<file path="src/shared/nco_readback_pkg.sv">
// Package: offsets, widths and reset values of the oscillator readback registers
package nco_readback_pkg;

  // Oscillator count and word widths
  localparam int NUM_NCO = 4;
  localparam int FREQ_W = 64;
  localparam int PHASE_W = 16;
  localparam int ACCUM_W = 32;
  localparam int ADDR_W = 15;

  // Byte offsets of the readback groups
  localparam logic [ADDR_W-1:0] FREQ_IN_USE_BASE = 15'h0380;
  localparam logic [ADDR_W-1:0] NCO0_FREQUENCY_IN_USE = 15'h0380;
  localparam logic [ADDR_W-1:0] NCO1_FREQUENCY_IN_USE = 15'h0388;
  localparam logic [ADDR_W-1:0] NCO2_FREQUENCY_IN_USE = 15'h0390;
  localparam logic [ADDR_W-1:0] NCO3_FREQUENCY_IN_USE = 15'h0398;
  localparam logic [ADDR_W-1:0] PHASE_IN_USE_BASE = 15'h03a0;
  localparam logic [ADDR_W-1:0] NCO0_PHASE_IN_USE = 15'h03a0;
  localparam logic [ADDR_W-1:0] NCO1_PHASE_IN_USE = 15'h03a2;
  localparam logic [ADDR_W-1:0] NCO2_PHASE_IN_USE = 15'h03a4;
  localparam logic [ADDR_W-1:0] NCO3_PHASE_IN_USE = 15'h03a6;
  localparam logic [ADDR_W-1:0] FAST_RECONFIG_SYNC_LAST = 15'h03e0;

  // Field position of the sync flag in its register
  localparam int FAST_RECONFIG_SYNC_BIT_POS = 7;

  // Reset values
  localparam logic [PHASE_W-1:0] PHASE_RESET = 16'h0000;
  localparam logic [7:0] READ_DATA_RESET = 8'h00;

endpackage

</file>
<file path="src/shared/phase_update_if.sv">
// Interface: phase setting path between the register block and the phase hold stage
interface phase_update_if;
  import nco_readback_pkg::*;

  logic [NUM_NCO-1:0] wrStb;
  logic [PHASE_W-1:0] wrData;
  logic [NUM_NCO-1:0] syncEvent;
  logic [NUM_NCO-1:0][PHASE_W-1:0] inUse;
  logic [NUM_NCO-1:0][ACCUM_W-1:0] accumOffset;

  modport ctrl (
    output wrStb,
    output wrData,
    output syncEvent,
    input inUse,
    input accumOffset
  );

  modport stage (
    input wrStb,
    input wrData,
    input syncEvent,
    output inUse,
    output accumOffset
  );
endinterface

</file>
<file path="src/rtl/nco_phase_hold.sv">
// Holds written phase settings until each oscillator's sync event, then applies them
module nco_phase_hold
  import nco_readback_pkg::*;
(
  // Clock and reset
  input wire logic clk,
  input wire logic nrst,
  // Phase path
  phase_update_if.stage ph
);

  logic [NUM_NCO-1:0][PHASE_W-1:0] pending_reg;
  logic [NUM_NCO-1:0][PHASE_W-1:0] inUse_reg;

  for (genvar n = 0; n < NUM_NCO; n++) begin : g_nco
    // A write waits here; a write in the same cycle as an event waits for the next one
    always_ff @(posedge clk or negedge nrst) begin
      if (!nrst) begin
        pending_reg[n] <= PHASE_RESET;
      end else if (ph.wrStb[n]) begin
        pending_reg[n] <= ph.wrData;
      end
    end

    // Operating value changes only on the selected sync event
    always_ff @(posedge clk or negedge nrst) begin
      if (!nrst) begin
        inUse_reg[n] <= PHASE_RESET;
      end else if (ph.syncEvent[n]) begin
        inUse_reg[n] <= pending_reg[n];
      end
    end

    // Left justified into the accumulator field: the word is a fraction of a turn
    always_ff @(posedge clk or negedge nrst) begin
      if (!nrst) begin
        ph.accumOffset[n] <= {ACCUM_W{1'b0}};
      end else if (ph.syncEvent[n]) begin
        ph.accumOffset[n] <= {pending_reg[n], {(ACCUM_W-PHASE_W){1'b0}}};
      end
    end

    assign ph.inUse[n] = inUse_reg[n];
  end

  //////////////////////////////////////////////////////////////////////////////
  // Checks

  property p_phase_held;
    @(posedge clk) disable iff (!nrst)
    !ph.syncEvent[0] |=> $stable(ph.inUse[0]);
  endproperty
  a_phase_held: assert property (p_phase_held)
    else $error("phase in use changed without a sync event");

  property p_phase_applied;
    @(posedge clk) disable iff (!nrst)
    (ph.wrStb[1] && !ph.syncEvent[1]) ##1 (ph.syncEvent[1] && !ph.wrStb[1])
      |=> ph.inUse[1] == $past(ph.wrData, 2);
  endproperty
  a_phase_applied: assert property (p_phase_applied)
    else $error("written phase not applied at the following sync event");

  property p_accum_justified;
    @(posedge clk) disable iff (!nrst)
    ph.syncEvent[2] |=> ph.accumOffset[2] == {ph.inUse[2], 16'h0000};
  endproperty
  a_accum_justified: assert property (p_accum_justified)
    else $error("accumulator phase field not left justified");

endmodule // nco_phase_hold

</file>
<file path="src/rtl/nco_setting_readback_regs.sv">
// Readback registers for oscillator frequency, phase and fast reconfiguration sync
//
// Functional notes
// - Each of four oscillators returns its full 64-bit frequency in use.
// - Every byte read samples the live value; multi-byte reads may mix.
// - Each of four oscillators returns its 16-bit phase word in use.
// - Bit 7 of an 8-bit register shows last fast-port sync flag.
// - Phase word goes to the upper half of a 32-bit accumulator field.
// - A new phase setting takes effect only at the next sync event.
module nco_setting_readback_regs
  import nco_readback_pkg::*;
(
  // Clock and reset
  input wire logic clk,
  input wire logic nrst,
  // Register port from the serial control interface
  input wire logic regRdEn,
  input wire logic regWrEn,
  input wire logic [ADDR_W-1:0] regAddr,
  output logic [7:0] regRdData,
  output logic regAck,
  // Datapath operating values
  input wire logic [NUM_NCO-1:0][FREQ_W-1:0] freqInUse,
  // Phase setting path
  input wire logic [NUM_NCO-1:0] phaseWrEn,
  input wire logic [PHASE_W-1:0] phaseWrData,
  input wire logic [NUM_NCO-1:0] ncoSyncEvent,
  output logic [NUM_NCO-1:0][ACCUM_W-1:0] phaseAccumOffset,
  // Fast reconfiguration port
  input wire logic fastReconfigSyncBit
);

  phase_update_if phIf ();

  logic [7:0] rdByte;
  logic [7:0] regRdData_reg;
  logic regAck_reg;
  logic [NUM_NCO-1:0][ACCUM_W-1:0] phaseAccumOffset_reg;

  //////////////////////////////////////////////////////////////////////////////
  // Phase hold stage

  assign phIf.wrStb = phaseWrEn;
  assign phIf.wrData = phaseWrData;
  assign phIf.syncEvent = ncoSyncEvent;

  nco_phase_hold u_phase_hold (
    .clk (clk),
    .nrst (nrst),
    .ph (phIf.stage)
  );

  // Re-registered so the top output leaves straight from a flip-flop
  always_ff @(posedge clk or negedge nrst) begin
    if (!nrst) begin
      phaseAccumOffset_reg <= '0;
    end else begin
      phaseAccumOffset_reg <= phIf.accumOffset;
    end
  end

  assign phaseAccumOffset = phaseAccumOffset_reg;

  //////////////////////////////////////////////////////////////////////////////
  // Read decode

  // Byte lane picked from the live value, lowest offset holds the least byte
  always_comb begin
    rdByte = 8'h00;
    for (int n = 0; n < NUM_NCO; n++) begin
      if (regAddr[ADDR_W-1:3] == FREQ_IN_USE_BASE[ADDR_W-1:3] + n[ADDR_W-4:0]) begin
        rdByte = freqInUse[n][regAddr[2:0]*8 +: 8];
      end
      if (regAddr[ADDR_W-1:1] == PHASE_IN_USE_BASE[ADDR_W-1:1] + n[ADDR_W-2:0]) begin
        rdByte = phIf.inUse[n][regAddr[0]*8 +: 8];
      end
    end
    // Not synchronised: stable only while the fast port is idle
    if (regAddr == FAST_RECONFIG_SYNC_LAST) begin
      rdByte = 8'h00;
      rdByte[FAST_RECONFIG_SYNC_BIT_POS] = fastReconfigSyncBit;
    end
  end

  //////////////////////////////////////////////////////////////////////////////
  // Read data and answer

  // Each byte is sampled when its own read arrives, so wide words may tear
  always_ff @(posedge clk or negedge nrst) begin
    if (!nrst) begin
      regRdData_reg <= READ_DATA_RESET;
    end else if (regRdEn) begin
      regRdData_reg <= rdByte;
    end
  end

  // Writes are answered but change nothing
  always_ff @(posedge clk or negedge nrst) begin
    if (!nrst) begin
      regAck_reg <= 1'b0;
    end else begin
      regAck_reg <= regRdEn | regWrEn;
    end
  end

  assign regRdData = regRdData_reg;
  assign regAck = regAck_reg;

  //////////////////////////////////////////////////////////////////////////////
  // Checks

  property p_freq3_top;
    @(posedge clk) disable iff (!nrst)
    (regRdEn && regAddr == NCO3_FREQUENCY_IN_USE + 15'h0007)
      |=> regRdData == $past(freqInUse[3][63:56]);
  endproperty
  a_freq3_top: assert property (p_freq3_top)
    else $error("top byte of oscillator 3 frequency wrong");

  property p_freq0_low;
    @(posedge clk) disable iff (!nrst)
    (regRdEn && regAddr == NCO0_FREQUENCY_IN_USE)
      |=> regRdData == $past(freqInUse[0][7:0]);
  endproperty
  a_freq0_low: assert property (p_freq0_low)
    else $error("low byte of oscillator 0 frequency wrong");

  property p_byte_sampled;
    @(posedge clk) disable iff (!nrst)
    (regRdEn && regAddr == NCO2_FREQUENCY_IN_USE + 15'h0002)
      ##1 (regRdEn && regAddr == NCO2_FREQUENCY_IN_USE + 15'h0003)
      |=> regRdData == $past(freqInUse[2][31:24]);
  endproperty
  a_byte_sampled: assert property (p_byte_sampled)
    else $error("byte not sampled at its own read");

  property p_phase1_high;
    @(posedge clk) disable iff (!nrst)
    (regRdEn && regAddr == NCO1_PHASE_IN_USE + 15'h0001)
      |=> regRdData == $past(phIf.inUse[1][15:8]);
  endproperty
  a_phase1_high: assert property (p_phase1_high)
    else $error("high byte of oscillator 1 phase wrong");

  property p_sync_flag;
    @(posedge clk) disable iff (!nrst)
    (regRdEn && regAddr == FAST_RECONFIG_SYNC_LAST)
      |=> regRdData == {$past(fastReconfigSyncBit), 7'h00};
  endproperty
  a_sync_flag: assert property (p_sync_flag)
    else $error("sync flag register content wrong");

  property p_write_inert;
    @(posedge clk) disable iff (!nrst)
    (regWrEn && !regRdEn) |=> regAck && $stable(regRdData);
  endproperty
  a_write_inert: assert property (p_write_inert)
    else $error("register write disturbed read data");

  property p_unmapped_zero;
    @(posedge clk) disable iff (!nrst)
    (regRdEn && regAddr == 15'h03e1) |=> regRdData == 8'h00;
  endproperty
  a_unmapped_zero: assert property (p_unmapped_zero)
    else $error("unmapped read not zero");

  property p_offset_follows;
    @(posedge clk) disable iff (!nrst)
    ncoSyncEvent[3] |-> ##2 phaseAccumOffset[3][31:16] == $past(phIf.inUse[3]);
  endproperty
  a_offset_follows: assert property (p_offset_follows)
    else $error("accumulator offset does not follow phase in use");

  property p_ack_timing;
    @(posedge clk) disable iff (!nrst)
    regRdEn |=> regAck;
  endproperty
  a_ack_timing: assert property (p_ack_timing)
    else $error("read not answered in one cycle");

endmodule // nco_setting_readback_regs

</file>
<file path="config.mk">
export PLATFORM = sky130hd
export DESIGN_NAME = nco_setting_readback_regs
export DESIGN_NICKNAME = d
export VERILOG_FILES = /design/src/shared/nco_readback_pkg.sv /design/src/shared/phase_update_if.sv /design/src/rtl/nco_phase_hold.sv /design/src/rtl/nco_setting_readback_regs.sv
export SDC_FILE = /design/constraint.sdc
export NUM_CORES = 1
export LEC_CHECK = 0
export ABC_CLOCK_PERIOD_IN_PS = 3900
export BUFFER_PORTS_ARGS = -buffer_cell sky130_fd_sc_hd__clkbuf_2
export CAP_MARGIN = 20
export CORE_AREA = 2 2 169 171
export CTS_BUF_LIST = sky130_fd_sc_hd__clkbuf_4 sky130_fd_sc_hd__clkbuf_8
export DETAILED_ROUTE_END_ITERATION = 8
export DIE_AREA = 0 0 171 173
export SLEW_MARGIN = 15
export SYNTH_ARGS = -nofsm -noshare
export SYNTH_HDL_FRONTEND = slang
export SYNTH_SLANG_ARGS = --single-unit
</file>
<file path="constraint.sdc">
create_clock -name clk -period 3.9 [get_ports clk]
set_clock_uncertainty 0.1 [all_clocks]
set_input_delay 0.39 -clock clk [delete_from_list [all_inputs] [get_ports clk]]
set_output_delay 0.39 -clock clk [all_outputs]
set_load 0.02 [all_outputs]
</file>
==> impl_results.md, run 1 <==
- Outcome: complete, no violations
- I/O pins: 437
- Final WL: approximately 33 mm
- Netlist cell types: 45
- RSZ-0062 raised after global routing: false
- Area growth, synth to finish: 25.52%
- Pin count of the biggest net entering global routing: 96
- Worst Path Required: ~4.2 ns
- Final RePlAce weighted congestion: 0.8877
- Most frequent cells in the layout: 370 x clkbuf_2, 201 x dfrtp_1, 157 x mux2_2, 64 x conb_1, 45 x mux4_2
- Worst vdd ir: between 0.3 and 0.4 mV
- Leakage: approximately 6 nW
- Endpoint type of the worst setup path: flip-flop
- DIE HEIGHT: around 170 microns
- Mean Syn Cell Area: approximately 15 sq um
- Type of the tightest min-delay check: input port to flip-flop
- Total power: roughly 5.3 mW
- Post-synth EDFFs: 0
- Core area: 27630 sq um
- DIE AREA: 29580 sq um
- Later-pin clock latency in the skew report: 0.56 ns
- Fin worst setup slack: approximately 1.3 ns
- Setup CP Type: input port to flip-flop
- Clock Path Buffers: 3
- Yosys warning total: 0
- Period utilization: 0.6634
- GRT Overall Usage: 0.2170
- Main synth FF type: dfrtp_1
- Least-Margin Pin Slew: roughly 0.82 ns
- Ratio of cells with drive above 1 in the final layout: 0.5972
- Max frequency: approximately 390 MHz
- Post-synthesis sequential area ratio: 0.4960
- Row cnt: 61
- H-Tree Depth: 1
- First-pass iteration count of the detailed router: 5
- Vias in the first global route: ~7500
- Post-CTS resize count: 0
- DR iter-0 viols: approximately 480
- Max_slew headroom: 0.4445
- CP max FO: 39
- Time the worst path needs with I/O delays and setup: 2.587 ns
- Cells after Synth: between 600 and 700
- PwrDens: 418.3 nW/um^2
- Vias per cell: ~5.1
- Nets: between 1000 and 1500
- Die width: between 150 and 200 microns
- TritonCTS clock tree: done
- Fillers: ~2600
- Gr ovfl total: 0
- Clk pin slew, worst setup/hold paths: roughly 0.060 ns
- CTS Sinks: approximately 200
- Most common cell after layout, fill and taps aside: clkbuf_2
- Post-DRT Antenna Nets: 0
- Inserted Clock Buffers: 31
- Post-route DRC: 0
- Max cap viols: 0
- Final setup vio count: 0
- Number of setup buffers added after CTS: 0
- Dpl ws: 0.8251 ns
- # diodes: 0
- Min-delay src: phaseWrData[4]
- Fraction of registers with async set/reset: 1.000
- Max Slew Vio Count: 0
- Initial Utilization: 0.3670
- Seq cells post-synth: roughly 200
- Worst Path Arrival: about 2.9 ns
- Initial antenna violation count: 0
- Setup_tns: 0 ns
- Vias: between 7000 and 8000
- Dpl hpwl: about 26 mm
- Port bufs: 372
- Hold Fails Final Rpt: 0
- Routed len/inst: 22.64 microns
- Clock root buffer: clkbuf_8
- CP startpoint kind: input port
- Wire length of the first global-routing pass: approximately 48 mm
- Fin util: 0.4607
- Critical Path Source: regAddr[0]
- Netlist Area Pre-Place: 10140 sq um
- Reg-to-Reg Start: u_phase_hold.ph.accumOffset[20]$_DFFE_PN0P_
- Hold_buf cts: 2
## power by group
group | switching, mW | internal, mW | leakage [nW]
Combinational | 0.562 | 0.495 | 3.34
Clock | 0.783 | 0.965 | 0.331
Sequential | 0.166 | 2.35 | 2.37
Total | 1.51 | 3.81 | 6.04
## critical path, stage by stage
cell and delay (ns):
buf_4 0.40, buf_4 0.58, nor2b_1 0.14, a211oi_1 0.62
o221ai_1 0.30, a221oi_1 0.35, o31ai_1 0.09
## through the flow
| stage | area [sq um] | instances | hold WS [ns] |
|---|---|---|---|
| 2_1_floorplan | 10380 | 746 | -0.005591 |
| 3_3_place_gp | 12090 | 1395 | 0.2805 |
| 3_5_place_dp | 12090 | 1395 | 0.2846 |
| 4_1_cts | 12730 | 1448 | 0.01853 |
| 5_1_grt | 12730 | 1448 | 0.02792 |
| 6_report | 12730 | 1448 | 0.04129 |
## layer usage
metal | track usage | vias up | routed length, microns
li1 | - | 3218 | -
met1 | 0.2984 | 3684 | 13700
met2 | 0.3574 | 378 | 16110
met3 | 0.04486 | 44 | 2349
met4 | 0.04167 | 0 | 621
met5 | 0 | - | 0
## synthesized netlist by cell type (all sizes together), types with 2 or more instances
cell / n / share of area
mux2: 157 / 0.17
mux4: 64 / 0.15
or2: 3 / 0.0019
nor2: 12 / 0.0047
a221oi: 10 / 0.0086
a211oi: 9 / 0.0067
o2bb2ai: 2 / 0.0017
buf: 87 / 0.064
dfrtp: 201 / 0.50
nand3: 4 / 0.0020
and3: 2 / 0.0012
o31ai: 4 / 0.0030
nand2: 11 / 0.0041
clkbuf: 22 / 0.0081
a31oi: 4 / 0.0025
o221ai: 5 / 0.0043
nand4: 4 / 0.0025
mux2i: 29 / 0.029
nor2b: 9 / 0.0056
a21oi: 9 / 0.0044
o22ai: 8 / 0.0049
o21ai: 5 / 0.0025
a21o: 3 / 0.0022
nor4b: 2 / 0.0032
inv: 3 / 0.0011
nor3: 2 / 0.00099
## cell families after synthesis
logic type / synth area share
simple gates: 0.03159
compound gates: 0.04627
flops: 0.4960
other cells: 0.0003698
mux: 0.3521
buf+inv: 0.07366
## area by class of cell
class | count | area [sq um] | share of cell area
inverters | 3 | 11.26 | 0.0008847
clock buffers | 46 | 595.6 | 0.04679
repair buffers | 382 | 1991 | 0.1564
well taps | 378 | 473.0 | 0.03716
clock inverters | 5 | 27.53 | 0.002163
multi-input cells | 433 | 4601 | 0.3614
flip-flops and latches | 201 | 5030 | 0.3952
## worst paths after layout
kind                                                             to  slack (ns)  cells past startpoint
setup / recovery                           regRdData[4]$_DFFE_PN0P_        1.31                      7
hold / removal             u_phase_hold.pending_reg[36]$_DFFE_PN0P_        0.04                      2
hold reg to reg                      phaseAccumOffset[85]$_DFF_PN0_        0.30                      0
min in group asynchronous            phaseAccumOffset[84]$_DFF_PN0_        0.29                      2
setup reg to reg                           regRdData[4]$_DFFE_PN0P_        1.74                      5
max in group asynchronous  u_phase_hold.pending_reg[23]$_DFFE_PN0P_        2.44                      3
Power figures use the tool's default switching activity.
==> inputs of run 2 (changes only) <==
Settings changed: ABC_CLOCK_PERIOD_IN_PS 3900 to 2300, CORE_AREA 2 2 169 171 to 2 2 168 170, DIE_AREA 0 0 171 173 to 0 0 170 172, PLACE_DENSITY set to 0.67.
Clock period 3.9 ns to 2.3 ns, I/O delays scaled along.
==> impl_results.md, run 2 (synthesis results as in run 1) <==
- Vias in the first global route: between 7000 and 8000
- CP top delay family: compound AO/OA/AOI/OAI gates
- H-Tree Depth: 2
- Vias: ~7600
- Worst Path Required: ~2.6 ns
- Core area: between 20000 and 30000 sq um
- Clk pin slew, worst setup/hold paths: approximately 0.060 ns
- Max frequency: ~490 MHz
- CP startpoint kind: flip-flop
- Post-DRT Antenna Nets: 0
- Max_slew headroom: 0.6404
- Hold endpoint: u_phase_hold.pending_reg[10]$_DFFE_PN0P_
- Worst reg2reg endpoint: regRdData[4]$_DFFE_PN0P_
- Row cnt: between 60 and 70
- DIE AREA: between 20000 and 30000 sq um
- Nets: 1412
- Post-route DRC: 0
- Min-delay src: phaseWrData[10]
- Final WL: 32.99 mm
- Max cap viols: 0
- Worst Path Arrival: around 2.3 ns
- Reg2Reg Depth: 6
- Fin area: approximately 13000 sq um
- Outcome: complete, no violations
- CP max FO: 3
- Inserted Clock Buffers: 35
- Period utilization: 0.8960
- DR iter-0 viols: between 300 and 400
- Final RePlAce weighted congestion: around 0.9
- CP bufs+invs: 1
- Hold_ws: around 0.018 ns
- Hold Fails Final Rpt: 0
- CTS Sinks: between 200 and 250
- Hold path cells: 2
- Leakage: about 6.4 nW
- Wire length of the first global-routing pass: roughly 47 mm
- Gr ovfl total: 0
- Area growth, synth to finish: 31.54%
- Max Slew Vio Count: 0
- Fin util: 0.4855
- TritonCTS clock tree: done
- RSZ-0062 raised after global routing: false
- Initial antenna violation count: 2
- Most frequent cells in the layout: 370 x clkbuf_2, 201 x dfrtp_1, 157 x mux2_2, 64 x conb_1
- Least-Margin Pin Slew: between 0.5 and 0.6 ns
- Clock Path Buffers: 3
- Reg-to-Reg Start: u_phase_hold.ph.accumOffset[20]$_DFFE_PN0P_
- GRT Overall Usage: 0.2168
- Later-pin clock latency in the skew report: 0.51 ns
- Clock root buffer: clkbuf_8
- Crit-path max cell delay: 0.43 ns
- DP Area: ~12000 sq um
- Setup CP Type: flip-flop to flip-flop
- Dpl hpwl: 26.55 mm
- Worst vdd ir: about 0.36 mV
- Crit-path slowest cell: dfrtp_1
- Worst path cell trace: nor2b_1 -> a211oi_1 -> buf_4 -> o221ai_1 -> a221oi_1 -> o31ai_1
- Final setup vio count: 0
- Reg2reg setup slack: between 0.2 and 0.25 ns
- Setup_tns: 0 ns
- Ratio of cells with drive above 1 in the final layout: 0.6055
- Die width: 170 microns
- Endpoint type of the worst setup path: flip-flop
- Type of the tightest min-delay check: input port to flip-flop
- DIE HEIGHT: about 170 microns
- Initial Utilization: 0.3691
- Vias per cell: between 5 and 6
- Most common cell after layout, fill and taps aside: clkbuf_2
- I/O pins: 437
- Routed len/inst: about 22 microns
- Port bufs: 372
- Time the worst path needs with I/O delays and setup: approximately 2.1 ns
- Pin count of the biggest net entering global routing: 56
- First-pass iteration count of the detailed router: 4
- PwrDens: 729.1 nW/um^2
## run 2: routing by layer
| metal | vias to the layer above | GRT usage | wire (microns) |
|---|---|---|---|
| met3 | 32 | 0.05104 | 2271 |
| met1 | 3847 | 0.2897 | 13790 |
| li1 | 3342 | - | - |
| met2 | 362 | 0.3583 | 16300 |
| met4 | 2 | 0.05463 | 609 |
| met5 | - | 0 | 13 |
## run 2: layout make-up
cell class / count / area [sq um]
sequential: 201 / 5030
clock inverter: 9 / 126.4
multi-input combinational: 433 / 4601
antenna: 1 / 2.502
timing repair buffer: 438 / 2492
tap: 346 / 432.9
fill: 2473 / 14140
inverter: 3 / 11.26
clock buffer: 49 / 643.1
## run 2: repair_timing
item | CTS | global route
endpoints found under the setup margin | 0 | 0
hold endpoints to repair | 170 | 0
resized for setup | 0 | 0
hold buffers | 18 | 0
buffers inserted | 0 | 0
## run 2: stage by stage
stage,power (mW),setup WS (ns),std cells
floorplan,5.376,0.2217,746
global placement,6.197,-0.06469,1403
detailed placement,6.232,-0.06466,1403
CTS,9.837,0.2122,1479
global route,10.16,0.2092,1480
finish,9.725,0.2392,1480
## run 2: worst max-delay path by stage
stage	from	end	slack (ns)	cells past startpoint
final	u_phase_hold.ph.accumOffset[20]$_DFFE_PN0P_	regRdData[4]$_DFFE_PN0P_	0.24	6
after CTS	u_phase_hold.ph.accumOffset[20]$_DFFE_PN0P_	regRdData[4]$_DFFE_PN0P_	0.21	6
after global routing	u_phase_hold.ph.accumOffset[19]$_DFFE_PN0P_	regRdData[3]$_DFFE_PN0P_	0.21	6
after global placement	regAddr[0]	regRdData[1]$_DFFE_PN0P_	-0.06	7
after floorplan	regAddr[0]	regRdData[4]$_DFFE_PN0P_	0.22	7
after detailed placement	regAddr[0]	regRdData[1]$_DFFE_PN0P_	-0.06	7
## run 2: where the power goes
group          internal (mW)  switching (mW)
sequential              3.99           0.280
clock                   2.14            1.41
combinational          0.920           0.984
total                   7.05            2.68
